<file path="config.mk">
export PLATFORM = sky130hd
export DESIGN_NAME = i2ct_target
export DESIGN_NICKNAME = d
export VERILOG_FILES = /design/src/logic/i2ct_pkg.sv /design/src/logic/i2ct_regfile.sv /design/src/logic/i2ct_target.sv
export SDC_FILE = /design/constraint.sdc
export NUM_CORES = 1
export LEC_CHECK = 0
export ABC_AREA = 1
export ABC_CLOCK_PERIOD_IN_PS = 1690
export BUFFER_PORTS_ARGS = -buffer_cell sky130_fd_sc_hd__clkbuf_2
export CORE_MARGIN = 1.5
export CORE_UTILIZATION = 40
export DETAILED_ROUTE_END_ITERATION = 8
export GPL_ROUTABILITY_DRIVEN = 1
export HOLD_SLACK_MARGIN = 0.03
export SYNTH_ARGS = -nofsm -noshare
export SYNTH_HDL_FRONTEND = slang
export SYNTH_SLANG_ARGS = --single-unit
</file>
<file path="constraint.sdc">
create_clock -name sys_clk -period 1.69 [get_ports sys_clk]
set_input_delay 0.169 -clock sys_clk [delete_from_list [all_inputs] [get_ports sys_clk]]
set_output_delay 0.169 -clock sys_clk [all_outputs]
set_load 0.02 [all_outputs]
</file>
<file path="src/logic/i2ct_pkg.sv">
// Constants, types and defaults shared by the I2C target register front end
`default_nettype none
package i2ct_pkg;
  // Fixed parts of the 7-bit target address
  localparam logic [2:0] I2CT_ADDR_HI = 3'h4;
  localparam logic [1:0] I2CT_ADDR_LO = 2'h3;
  localparam int I2CT_ADDR_HI_POS = 4;
  localparam int I2CT_ADDR_SEL_POS = 2;

  // Register offsets and register store sizes
  localparam logic [7:0] I2CT_OFS_RSVD0 = 8'h00;
  localparam logic [7:0] I2CT_OFS_FIRST_RW = 8'h01;
  localparam logic [7:0] I2CT_OFS_LINK_CTRL1 = 8'h02;
  localparam logic [7:0] I2CT_OFS_LINK_CTRL2 = 8'h03;
  localparam logic [7:0] I2CT_OFS_LAST_RW = 8'h0A;
  localparam logic [7:0] I2CT_OFS_SIGNATURE = 8'h0D;
  localparam logic [7:0] I2CT_OFS_VDX_CTRL = 8'h0E;
  localparam logic [7:0] I2CT_OFS_DEV_STATUS = 8'h0F;
  localparam logic [7:0] I2CT_OFS_LINK_STATUS = 8'h10;
  localparam logic [7:0] I2CT_OFS_RAZ_LO = 8'h11;
  localparam logic [7:0] I2CT_OFS_RAZ_HI = 8'h12;
  localparam int I2CT_NUM_STORED = 16;
  localparam int I2CT_CFG_BYTES = 14;

  // Values after power-on reset, and the value read from undefined offsets
  localparam logic [7:0] I2CT_RST_ZERO = 8'h00;
  localparam logic [7:0] I2CT_RST_EUSB_RX = 8'h20;
  localparam logic [7:0] I2CT_RST_EUSB_TX = 8'h10;
  localparam logic [7:0] I2CT_RST_USB_RX = 8'h40;
  localparam logic [7:0] I2CT_RST_USB_TX1 = 8'h22;
  localparam logic [7:0] I2CT_RST_USB_TX2 = 8'h63;
  localparam logic [7:0] I2CT_RST_USB_TERM = 8'h02;
  localparam logic [7:0] I2CT_UNDEF_READ = 8'hFF;

  // Cycles after reset release before the strap level is taken, and bits per byte
  localparam logic [3:0] I2CT_STRAP_SETTLE_CYCLES = 4'hA;
  localparam logic [3:0] I2CT_BITS_PER_BYTE = 4'h8;

  typedef enum logic [1:0] {
    I2CT_STRAP_VDD,
    I2CT_STRAP_PU56K,
    I2CT_STRAP_PU200K,
    I2CT_STRAP_GND
  } i2ct_strap_t;

  typedef enum logic [3:0] {
    I2CT_IDLE,
    I2CT_ADDR,
    I2CT_ADDR_ACK,
    I2CT_OFFS,
    I2CT_OFFS_ACK,
    I2CT_WDATA,
    I2CT_WDATA_ACK,
    I2CT_RDATA,
    I2CT_RACK
  } i2ct_state_t;

  function automatic logic [7:0] reset_value(input logic [3:0] idx);
    case (idx)
      4'h4: reset_value = I2CT_RST_EUSB_RX;
      4'h5: reset_value = I2CT_RST_EUSB_TX;
      4'h6: reset_value = I2CT_RST_USB_RX;
      4'h7: reset_value = I2CT_RST_USB_TX1;
      4'h8: reset_value = I2CT_RST_USB_TX2;
      4'h9: reset_value = I2CT_RST_USB_TERM;
      default: reset_value = I2CT_RST_ZERO;
    endcase
  endfunction
endpackage
`default_nettype wire

</file>
<file path="src/logic/i2ct_regfile.sv">
// Configuration register store with registered read port
`default_nettype none
`timescale 1ns/1ps
module i2ct_regfile (
  input wire logic sys_clk,
  input wire logic sys_rst,
  input wire logic hold_clr,
  input wire logic wr_en,
  input wire logic [7:0] wr_addr,
  input wire logic [7:0] wr_data,
  input wire logic [7:0] rd_addr,
  output logic [7:0] rd_data_ff,
  input wire logic [7:0] dev_status,
  input wire logic [7:0] link_status,
  output logic [8*i2ct_pkg::I2CT_CFG_BYTES-1:0] cfg_regs
);
  logic [7:0] regs_ff [0:i2ct_pkg::I2CT_NUM_STORED-1];

  function automatic logic writable(input logic [7:0] a);
    writable = (a >= i2ct_pkg::I2CT_OFS_FIRST_RW &&
                a <= i2ct_pkg::I2CT_OFS_LAST_RW) ||
               a == i2ct_pkg::I2CT_OFS_SIGNATURE ||
               a == i2ct_pkg::I2CT_OFS_VDX_CTRL;
  endfunction

  always_ff @(posedge sys_clk) begin
    if (sys_rst) begin
      for (int i = 0; i < i2ct_pkg::I2CT_NUM_STORED; i++) begin
        regs_ff[i] <= i2ct_pkg::reset_value(4'(i));
      end
    end else if (hold_clr) begin
      // Link control and signature are lost while the part is held
      regs_ff[i2ct_pkg::I2CT_OFS_LINK_CTRL1[3:0]] <= i2ct_pkg::I2CT_RST_ZERO;
      regs_ff[i2ct_pkg::I2CT_OFS_LINK_CTRL2[3:0]] <= i2ct_pkg::I2CT_RST_ZERO;
      regs_ff[i2ct_pkg::I2CT_OFS_SIGNATURE[3:0]] <= i2ct_pkg::I2CT_RST_ZERO;
    end else if (wr_en && writable(wr_addr)) begin
      regs_ff[wr_addr[3:0]] <= wr_data;
    end
  end

  always_ff @(posedge sys_clk) begin
    if (sys_rst) begin
      rd_data_ff <= i2ct_pkg::I2CT_RST_ZERO;
    end else if (writable(rd_addr)) begin
      rd_data_ff <= regs_ff[rd_addr[3:0]];
    end else if (rd_addr == i2ct_pkg::I2CT_OFS_DEV_STATUS) begin
      rd_data_ff <= dev_status;
    end else if (rd_addr == i2ct_pkg::I2CT_OFS_LINK_STATUS) begin
      rd_data_ff <= link_status;
    end else if (rd_addr == i2ct_pkg::I2CT_OFS_RSVD0 ||
                 rd_addr == i2ct_pkg::I2CT_OFS_RAZ_LO ||
                 rd_addr == i2ct_pkg::I2CT_OFS_RAZ_HI) begin
      rd_data_ff <= i2ct_pkg::I2CT_RST_ZERO;
    end else begin
      rd_data_ff <= i2ct_pkg::I2CT_UNDEF_READ;
    end
  end

  for (genvar g = 0; g < i2ct_pkg::I2CT_CFG_BYTES; g++) begin : g_cfg
    assign cfg_regs[8*g +: 8] = regs_ff[g+1];
  end
endmodule
`default_nettype wire

</file>
<file path="src/logic/i2ct_target.sv">
// I2C target front end: address decode, offset pointer, byte transfers
`default_nettype none
`timescale 1ns/1ps
module i2ct_target (
  input wire logic sys_clk,
  input wire logic sys_rst,
  input wire logic scl_i,
  input wire logic sda_i,
  output logic sda_o_ff,
  output logic sda_oe_n_ff,
  input wire logic [1:0] strap_level,
  input wire logic hold_rst_n,
  input wire logic [7:0] dev_status,
  input wire logic [7:0] link_status,
  output logic [8*i2ct_pkg::I2CT_CFG_BYTES-1:0] cfg_regs,
  output logic [1:0] addr_sel_ff,
  output logic usb_hiz_ff,
  output logic usb_pd_en_ff
);
  logic scl_s1_ff, scl_s2_ff, scl_d_ff;
  logic sda_s1_ff, sda_s2_ff, sda_d_ff;
  logic hold_s1_ff, hold_s2_ff;
  logic [1:0] strap_s1_ff, strap_s2_ff;
  logic [3:0] settle_ff;
  logic strap_done_ff;
  i2ct_pkg::i2ct_state_t state_ff;
  logic [3:0] bit_cnt_ff;
  logic [7:0] shift_ff;
  logic [7:0] ptr_ff;
  logic rd_dir_ff;
  logic master_ack_ff;
  logic wr_en_ff;
  logic [7:0] wr_data_ff;
  logic [7:0] rd_data;
  logic scl_rise, scl_fall, start_cond, stop_cond;
  logic byte_done, addr_match, ack_slot;

  function automatic logic [1:0] strap_to_bits(input logic [1:0] lvl);
    case (i2ct_pkg::i2ct_strap_t'(lvl))
      i2ct_pkg::I2CT_STRAP_VDD: strap_to_bits = 2'h0;
      i2ct_pkg::I2CT_STRAP_PU56K: strap_to_bits = 2'h1;
      i2ct_pkg::I2CT_STRAP_PU200K: strap_to_bits = 2'h2;
      default: strap_to_bits = 2'h3;
    endcase
  endfunction

  // Pins from outside the clock domain; SCL is only ever observed
  always_ff @(posedge sys_clk) begin
    if (sys_rst) begin
      scl_s1_ff <= 1'h1;
      scl_s2_ff <= 1'h1;
      scl_d_ff <= 1'h1;
      sda_s1_ff <= 1'h1;
      sda_s2_ff <= 1'h1;
      sda_d_ff <= 1'h1;
    end else begin
      scl_s1_ff <= scl_i;
      scl_s2_ff <= scl_s1_ff;
      scl_d_ff <= scl_s2_ff;
      sda_s1_ff <= sda_i;
      sda_s2_ff <= sda_s1_ff;
      sda_d_ff <= sda_s2_ff;
    end
  end

  always_ff @(posedge sys_clk) begin
    if (sys_rst) begin
      hold_s1_ff <= 1'h1;
      hold_s2_ff <= 1'h1;
      strap_s1_ff <= 2'h0;
      strap_s2_ff <= 2'h0;
    end else begin
      hold_s1_ff <= hold_rst_n;
      hold_s2_ff <= hold_s1_ff;
      strap_s1_ff <= strap_level;
      strap_s2_ff <= strap_s1_ff;
    end
  end

  // Strap is caught once, after the level has settled
  always_ff @(posedge sys_clk) begin
    if (sys_rst) begin
      settle_ff <= 4'h0;
      strap_done_ff <= 1'h0;
      addr_sel_ff <= 2'h0;
    end else if (!strap_done_ff) begin
      settle_ff <= settle_ff + 4'h1;
      if (settle_ff == i2ct_pkg::I2CT_STRAP_SETTLE_CYCLES) begin
        strap_done_ff <= 1'h1;
        addr_sel_ff <= strap_to_bits(strap_s2_ff);
      end
    end
  end

  // Held low: USB pins released to another chip
  always_ff @(posedge sys_clk) begin
    if (sys_rst) begin
      usb_hiz_ff <= 1'h0;
      usb_pd_en_ff <= 1'h0;
    end else begin
      usb_hiz_ff <= !hold_s2_ff;
      usb_pd_en_ff <= !hold_s2_ff;
    end
  end

  assign scl_rise = scl_s2_ff && !scl_d_ff;
  assign scl_fall = !scl_s2_ff && scl_d_ff;
  // Bus conditions: SDA moves while SCL is high
  assign start_cond = scl_s2_ff && scl_d_ff && !sda_s2_ff && sda_d_ff;
  assign stop_cond = scl_s2_ff && scl_d_ff && sda_s2_ff && !sda_d_ff;
  assign byte_done = bit_cnt_ff == i2ct_pkg::I2CT_BITS_PER_BYTE;
  // Ninth clock of every byte is an acknowledge slot, not a data bit
  assign ack_slot = state_ff == i2ct_pkg::I2CT_ADDR_ACK ||
                    state_ff == i2ct_pkg::I2CT_OFFS_ACK ||
                    state_ff == i2ct_pkg::I2CT_WDATA_ACK ||
                    state_ff == i2ct_pkg::I2CT_RACK;
  // General call 0x00 never matches the fixed high bits
  assign addr_match = strap_done_ff &&
      shift_ff[7:1] == {i2ct_pkg::I2CT_ADDR_HI, addr_sel_ff,
                        i2ct_pkg::I2CT_ADDR_LO};

  // Bit counter and input shift register, sampled on SCL rise
  always_ff @(posedge sys_clk) begin
    if (sys_rst) begin
      bit_cnt_ff <= 4'h0;
      shift_ff <= 8'h00;
    end else if (start_cond) begin
      bit_cnt_ff <= 4'h0;
    end else if (scl_rise) begin
      bit_cnt_ff <= bit_cnt_ff + 4'h1;
      if (state_ff != i2ct_pkg::I2CT_RDATA) begin
        shift_ff <= {shift_ff[6:0], sda_s2_ff};
      end
    end else if (scl_fall && (byte_done || ack_slot)) begin
      // Restart after the acknowledge clock so it never counts as a bit
      bit_cnt_ff <= 4'h0;
      if (state_ff == i2ct_pkg::I2CT_RACK ||
          state_ff == i2ct_pkg::I2CT_ADDR_ACK) begin
        shift_ff <= rd_data;
      end
    end else if (scl_fall && state_ff == i2ct_pkg::I2CT_RDATA) begin
      shift_ff <= {shift_ff[6:0], 1'h1};
    end
  end

  // Transaction sequencer; a restart may arrive in any state
  always_ff @(posedge sys_clk) begin
    if (sys_rst) begin
      state_ff <= i2ct_pkg::I2CT_IDLE;
      rd_dir_ff <= 1'h0;
      master_ack_ff <= 1'h0;
    end else if (start_cond) begin
      state_ff <= i2ct_pkg::I2CT_ADDR;
    end else if (stop_cond) begin
      state_ff <= i2ct_pkg::I2CT_IDLE;
    end else begin
      unique case (state_ff)
        i2ct_pkg::I2CT_IDLE: begin
        end
        i2ct_pkg::I2CT_ADDR: begin
          if (scl_fall && byte_done) begin
            rd_dir_ff <= shift_ff[0];
            state_ff <= addr_match ? i2ct_pkg::I2CT_ADDR_ACK :
                                     i2ct_pkg::I2CT_IDLE;
          end
        end
        i2ct_pkg::I2CT_ADDR_ACK: begin
          if (scl_fall) begin
            state_ff <= rd_dir_ff ? i2ct_pkg::I2CT_RDATA :
                                    i2ct_pkg::I2CT_OFFS;
          end
        end
        i2ct_pkg::I2CT_OFFS: begin
          if (scl_fall && byte_done) begin
            state_ff <= i2ct_pkg::I2CT_OFFS_ACK;
          end
        end
        i2ct_pkg::I2CT_OFFS_ACK: begin
          if (scl_fall) begin
            state_ff <= i2ct_pkg::I2CT_WDATA;
          end
        end
        i2ct_pkg::I2CT_WDATA: begin
          if (scl_fall && byte_done) begin
            state_ff <= i2ct_pkg::I2CT_WDATA_ACK;
          end
        end
        i2ct_pkg::I2CT_WDATA_ACK: begin
          if (scl_fall) begin
            state_ff <= i2ct_pkg::I2CT_WDATA;
          end
        end
        i2ct_pkg::I2CT_RDATA: begin
          if (scl_fall && byte_done) begin
            state_ff <= i2ct_pkg::I2CT_RACK;
          end
        end
        i2ct_pkg::I2CT_RACK: begin
          if (scl_rise) begin
            master_ack_ff <= !sda_s2_ff;
          end else if (scl_fall) begin
            // NACK ends the read; wait for STOP or restart
            state_ff <= master_ack_ff ? i2ct_pkg::I2CT_RDATA :
                                        i2ct_pkg::I2CT_IDLE;
          end
        end
      endcase
    end
  end

  // Offset pointer; 8-bit increment wraps FF to 00
  always_ff @(posedge sys_clk) begin
    if (sys_rst) begin
      ptr_ff <= 8'h00;
    end else if (scl_fall && byte_done &&
                 state_ff == i2ct_pkg::I2CT_OFFS) begin
      ptr_ff <= shift_ff;
    end else if (scl_fall && byte_done &&
                 (state_ff == i2ct_pkg::I2CT_WDATA ||
                  state_ff == i2ct_pkg::I2CT_RDATA)) begin
      ptr_ff <= ptr_ff + 8'h01;
    end
  end

  // Write strobe only once the whole byte is in
  always_ff @(posedge sys_clk) begin
    if (sys_rst) begin
      wr_en_ff <= 1'h0;
      wr_data_ff <= 8'h00;
    end else begin
      wr_en_ff <= scl_fall && byte_done &&
                  state_ff == i2ct_pkg::I2CT_WDATA;
      wr_data_ff <= shift_ff;
    end
  end

  // Open-drain SDA: enable low pulls the line low, changes on SCL fall
  always_ff @(posedge sys_clk) begin
    if (sys_rst) begin
      sda_o_ff <= 1'h0;
      sda_oe_n_ff <= 1'h1;
    end else if (start_cond || stop_cond) begin
      sda_oe_n_ff <= 1'h1;
    end else if (scl_fall) begin
      unique case (state_ff)
        i2ct_pkg::I2CT_ADDR: sda_oe_n_ff <= !(byte_done && addr_match);
        i2ct_pkg::I2CT_OFFS: sda_oe_n_ff <= !byte_done;
        i2ct_pkg::I2CT_WDATA: sda_oe_n_ff <= !byte_done;
        i2ct_pkg::I2CT_ADDR_ACK: sda_oe_n_ff <= !rd_dir_ff || rd_data[7];
        i2ct_pkg::I2CT_RDATA: begin
          sda_oe_n_ff <= byte_done ? 1'h1 : shift_ff[6];
        end
        i2ct_pkg::I2CT_RACK: sda_oe_n_ff <= !master_ack_ff || rd_data[7];
        default: sda_oe_n_ff <= 1'h1;
      endcase
    end
  end

  // Write address lags the pointer by one cycle, so the write uses the old offset
  logic [7:0] wr_addr_ff;
  always_ff @(posedge sys_clk) begin
    if (sys_rst) begin
      wr_addr_ff <= 8'h00;
    end else begin
      wr_addr_ff <= ptr_ff;
    end
  end

  i2ct_regfile u_regs (
    .sys_clk(sys_clk),
    .sys_rst(sys_rst),
    .hold_clr(!hold_s2_ff),
    .wr_en(wr_en_ff),
    .wr_addr(wr_addr_ff),
    .wr_data(wr_data_ff),
    .rd_addr(ptr_ff),
    .rd_data_ff(rd_data),
    .dev_status(dev_status),
    .link_status(link_status),
    .cfg_regs(cfg_regs)
  );
endmodule
`default_nettype wire

</file>
==> reports/metrics.yaml <==
outcome:
  status: "finished clean"
synth:
  synth_edf_count: 128
  async_flop_share_pct: 0
  yosys.area.top_type: "edfxtp_1"
  synth_area_per_cell_um2: 8.65
  synth_cell_types: 33
  synth_flop_cell: "edfxtp_1"
  syn_inst: 1050
  ys_seq_area_share_pct: 59.1
  synthesis.area_mm2: 0.00908
  synth_top_area_share_pct: 42.3
  yosysWarnings: 0
  ys_ff_latch: 204
  synth_area_leaders: "edfxtp_1, dfxtp_1, nor2_1, nand2_1, nand3_1"
final_layout:
  diodes: 0
  drive_gt1_share_pct: 25.2
  finalNonFillerCells: 1601
  seqCellArea_mm2: 0.00537
  fin_util_pct: 54.1
  n_fill_cell: 2024
  multi_input_area_mm2: 0.00348
  syn_to_final_growth_pct: 31.3
  nNetsFinal: 1335
routing:
  drc: 0
  viasPerCell: 5.01
  first_iter_violations: 638
  wl_per_cell_um: 17.0
  ant_nets: 0
  dr.pass1.iters: 5
  num_vias: 8014
  drt-total-wl_mm: 27.2
worst_setup_path:
  arrival_ps: 2060
  setup.worst_path.class: "reg2reg"
  reg2reg_slack_ps: 30
  start_kind: "register"
  worstRegToRegCells: 8
  worstPathRequired_ps: 2090
  end_kind: "register"
  reg2reg_to: "u_regs.rd_data_ff[6]"
  cp_max_fo: 53
sta:
  finalHoldViolations: 0
  finalCritPeriodShare_pct: 98.2
  fmax_ghz: 0.603
  rsz0062_at_grt: "true"
  period_needed_ps: 1660
  setup_violations: 0
  fin_skew_ps: 18.8
  maxSlewHeadroom_pct: 40.0
  slew_viol_final: 0
  tightest_slew_ps: 900
global_routing:
  grt-ovfl-total: 0
  grt_pass1_wl_mm: 41.0
  grtUsageTotal_pct: 22.6
  grt_antenna_before_repair: 0
  grt_max_degree: 67
  grt_pass1_vias: 7623
power_and_ir_drop:
  p_per_area_mw_per_mm2: 938
  power_uw: 11200
  vdd_ir_drop_max_v: 0.000797
  p_leak_uw: 0.00511
clock_tree:
  root_buffer: "clkbuf_16"
  clk_pin_slew_ps: 60
  cts_tree: "yes"
  htreeDepth: 1
  cts_buffer_depth: 3
  cts_made_buffers: 23
  cts.sink_count: 204
  clock_latency_ps: 510
floorplan:
  initial_core_util_pct: 41.2
  die_area_mm2: 0.0236
  num_io_pins: 141
  rows: 54
  die_h_um: 154
  core_area_mm2: 0.0220
  die_w_um: 154
hold_path:
  hold_path_startpoint: "dev_status[1]"
  hold_depth: 5
  min_path_type: "in2reg"
  min_to: "u_regs.rd_data_ff[1]"
placed_design:
  io_buffers: 139
  place_congestion: 0.892
  place.detailed.hpwl_mm: 19.9
  dp_cells: 1548
flow_run:
  maxCapViolCount: 0
-- cells in the mapped netlist, types with 2 or more instances --
cell        n
nand3_2     2
a21oi_1    24
inv_1      76
nand2_1   151
dfxtp_1    76
nor3_2      2
nand4_1     4
nor3_1      6
nor2_4      3
nor2_2      3
buf_1       6
o21ai_0    87
xor2_1      5
buf_6       2
clkbuf_1   30
o21ai_1     2
buf_2       8
buf_4       3
ha_1        8
nor2_1    305
edfxtp_1  128
or2_2       7
nand2_2     5
o211ai_1    6
nand3_1    93
-- power breakdown --
| part | internal [uW] | switching [uW] |
|---|---|---|
| clock | 2900 | 1970 |
| sequential | 5470 | 115 |
| combinational | 245 | 482 |
| total | 8620 | 2570 |
-- placed cells by master (no fill, tap or decap), drive strengths merged, types with 6 or more instances in the layout --
cell	Yosys	layout
nor3	9	9
clkinv	1	9
edfxtp	128	128
o211ai	6	6
buf	19	95
conb	1	33
nand3	95	95
ha	8	8
or2	7	7
dlygate4sd3	0	11
a21oi	24	24
o21ai	89	89
inv	77	77
dfxtp	76	76
nor2	311	311
clkbuf	30	169
nand2	156	156
-- how the worst max path moves through the flow --
stage,slack (ps),startpoint,cells past startpoint,to
2_1_floorplan,-20,hold_s2_ff,6,u_regs.regs_ff[10][0]
3_3_place_gp,-20,sys_rst,11,u_regs.regs_ff[8][7]
3_5_place_dp,-70,sys_rst,11,u_regs.regs_ff[8][2]
4_1_cts,4,hold_s2_ff,9,u_regs.regs_ff[9][4]
5_1_grt,-30,hold_s2_ff,9,u_regs.regs_ff[9][6]
6_report,30,register,8,u_regs.rd_data_ff[6]
-- kinds of logic after synthesis --
kind of cell               after synthesis  synth area share, %
xor gates and xnor gates                 5                0.482
and+or+nand+nor                        584                 26.7
buffers and inverters                  127                 5.65
other                                    1               0.0413
adders and majority gates                8                 1.10
DFF                                    204                 59.1
AOI/OAI and AO/OA                      121                 6.90
-- registers in the layout, indices dropped and copies added (netlist names), 2 cells and up, named ones only --
signal / cells
wr_data_ff: 8
u_regs.regs_ff: 128
bit_cnt_ff: 4
ptr_ff: 8
addr_sel_ff: 2
strap_s2_ff: 2
strap_s1_ff: 2
settle_ff: 4
wr_addr_ff: 8
shift_ff: 8
state_ff: 4
u_regs.rd_data_ff: 8
-- what timing repair did --
item                                   in CTS  in global routing
gates cloned                                0                  1
pin swaps                                   0                  4
setup buffers                               0                  1
setup endpoints to repair                   8                135
gates resized for setup                     2                 66
endpoints found under the hold margin      11                  0
hold buffers                               11                  0
-- layout make-up --
| type | instances | area share (%) |
|---|---|---|
| sequential | 204 | 45.1 |
| multi-input combinational | 751 | 29.2 |
| timing repair buffer | 245 | 14.1 |
| clock buffer | 30 | 5.22 |
| tap | 280 | 2.94 |
| inverter | 78 | 2.49 |
| clock inverter | 12 | 0.986 |
| timing repair inverter | 1 | 0.0630 |
-- per-layer routing --
layer / track usage (%) / wire [um]
met1: 27.6 / 11000
met2: 40.0 / 13500
met3: 3.55 / 1680
met4: 9.02 / 1000
met5: 0 / 0
-- worst max-delay path: stages (launching register included) --
cell and delay [ps]:
dfxtp_2 340, clkinv_1 110, buf_12 200, o21ai_0 330, nand3_1 110, nand3_1 110, nand2_1 140, nor2_1 130
nor2_1 60
-- stage by stage --
step           worst slack [ps]  setup TNS [ps]  instance area (um2)  hold slack (ps)
2_1_floorplan             -19.7            -347                 9200              273
3_3_place_gp              -20.8            -171                10900              358
3_5_place_dp              -66.6            -806                10900              356
4_1_cts                    3.67               0                11800             34.6
5_1_grt                   -29.0            -257                11900             83.3
6_report                   30.6               0                11900             47.6
Power figures use the tool's default switching activity.
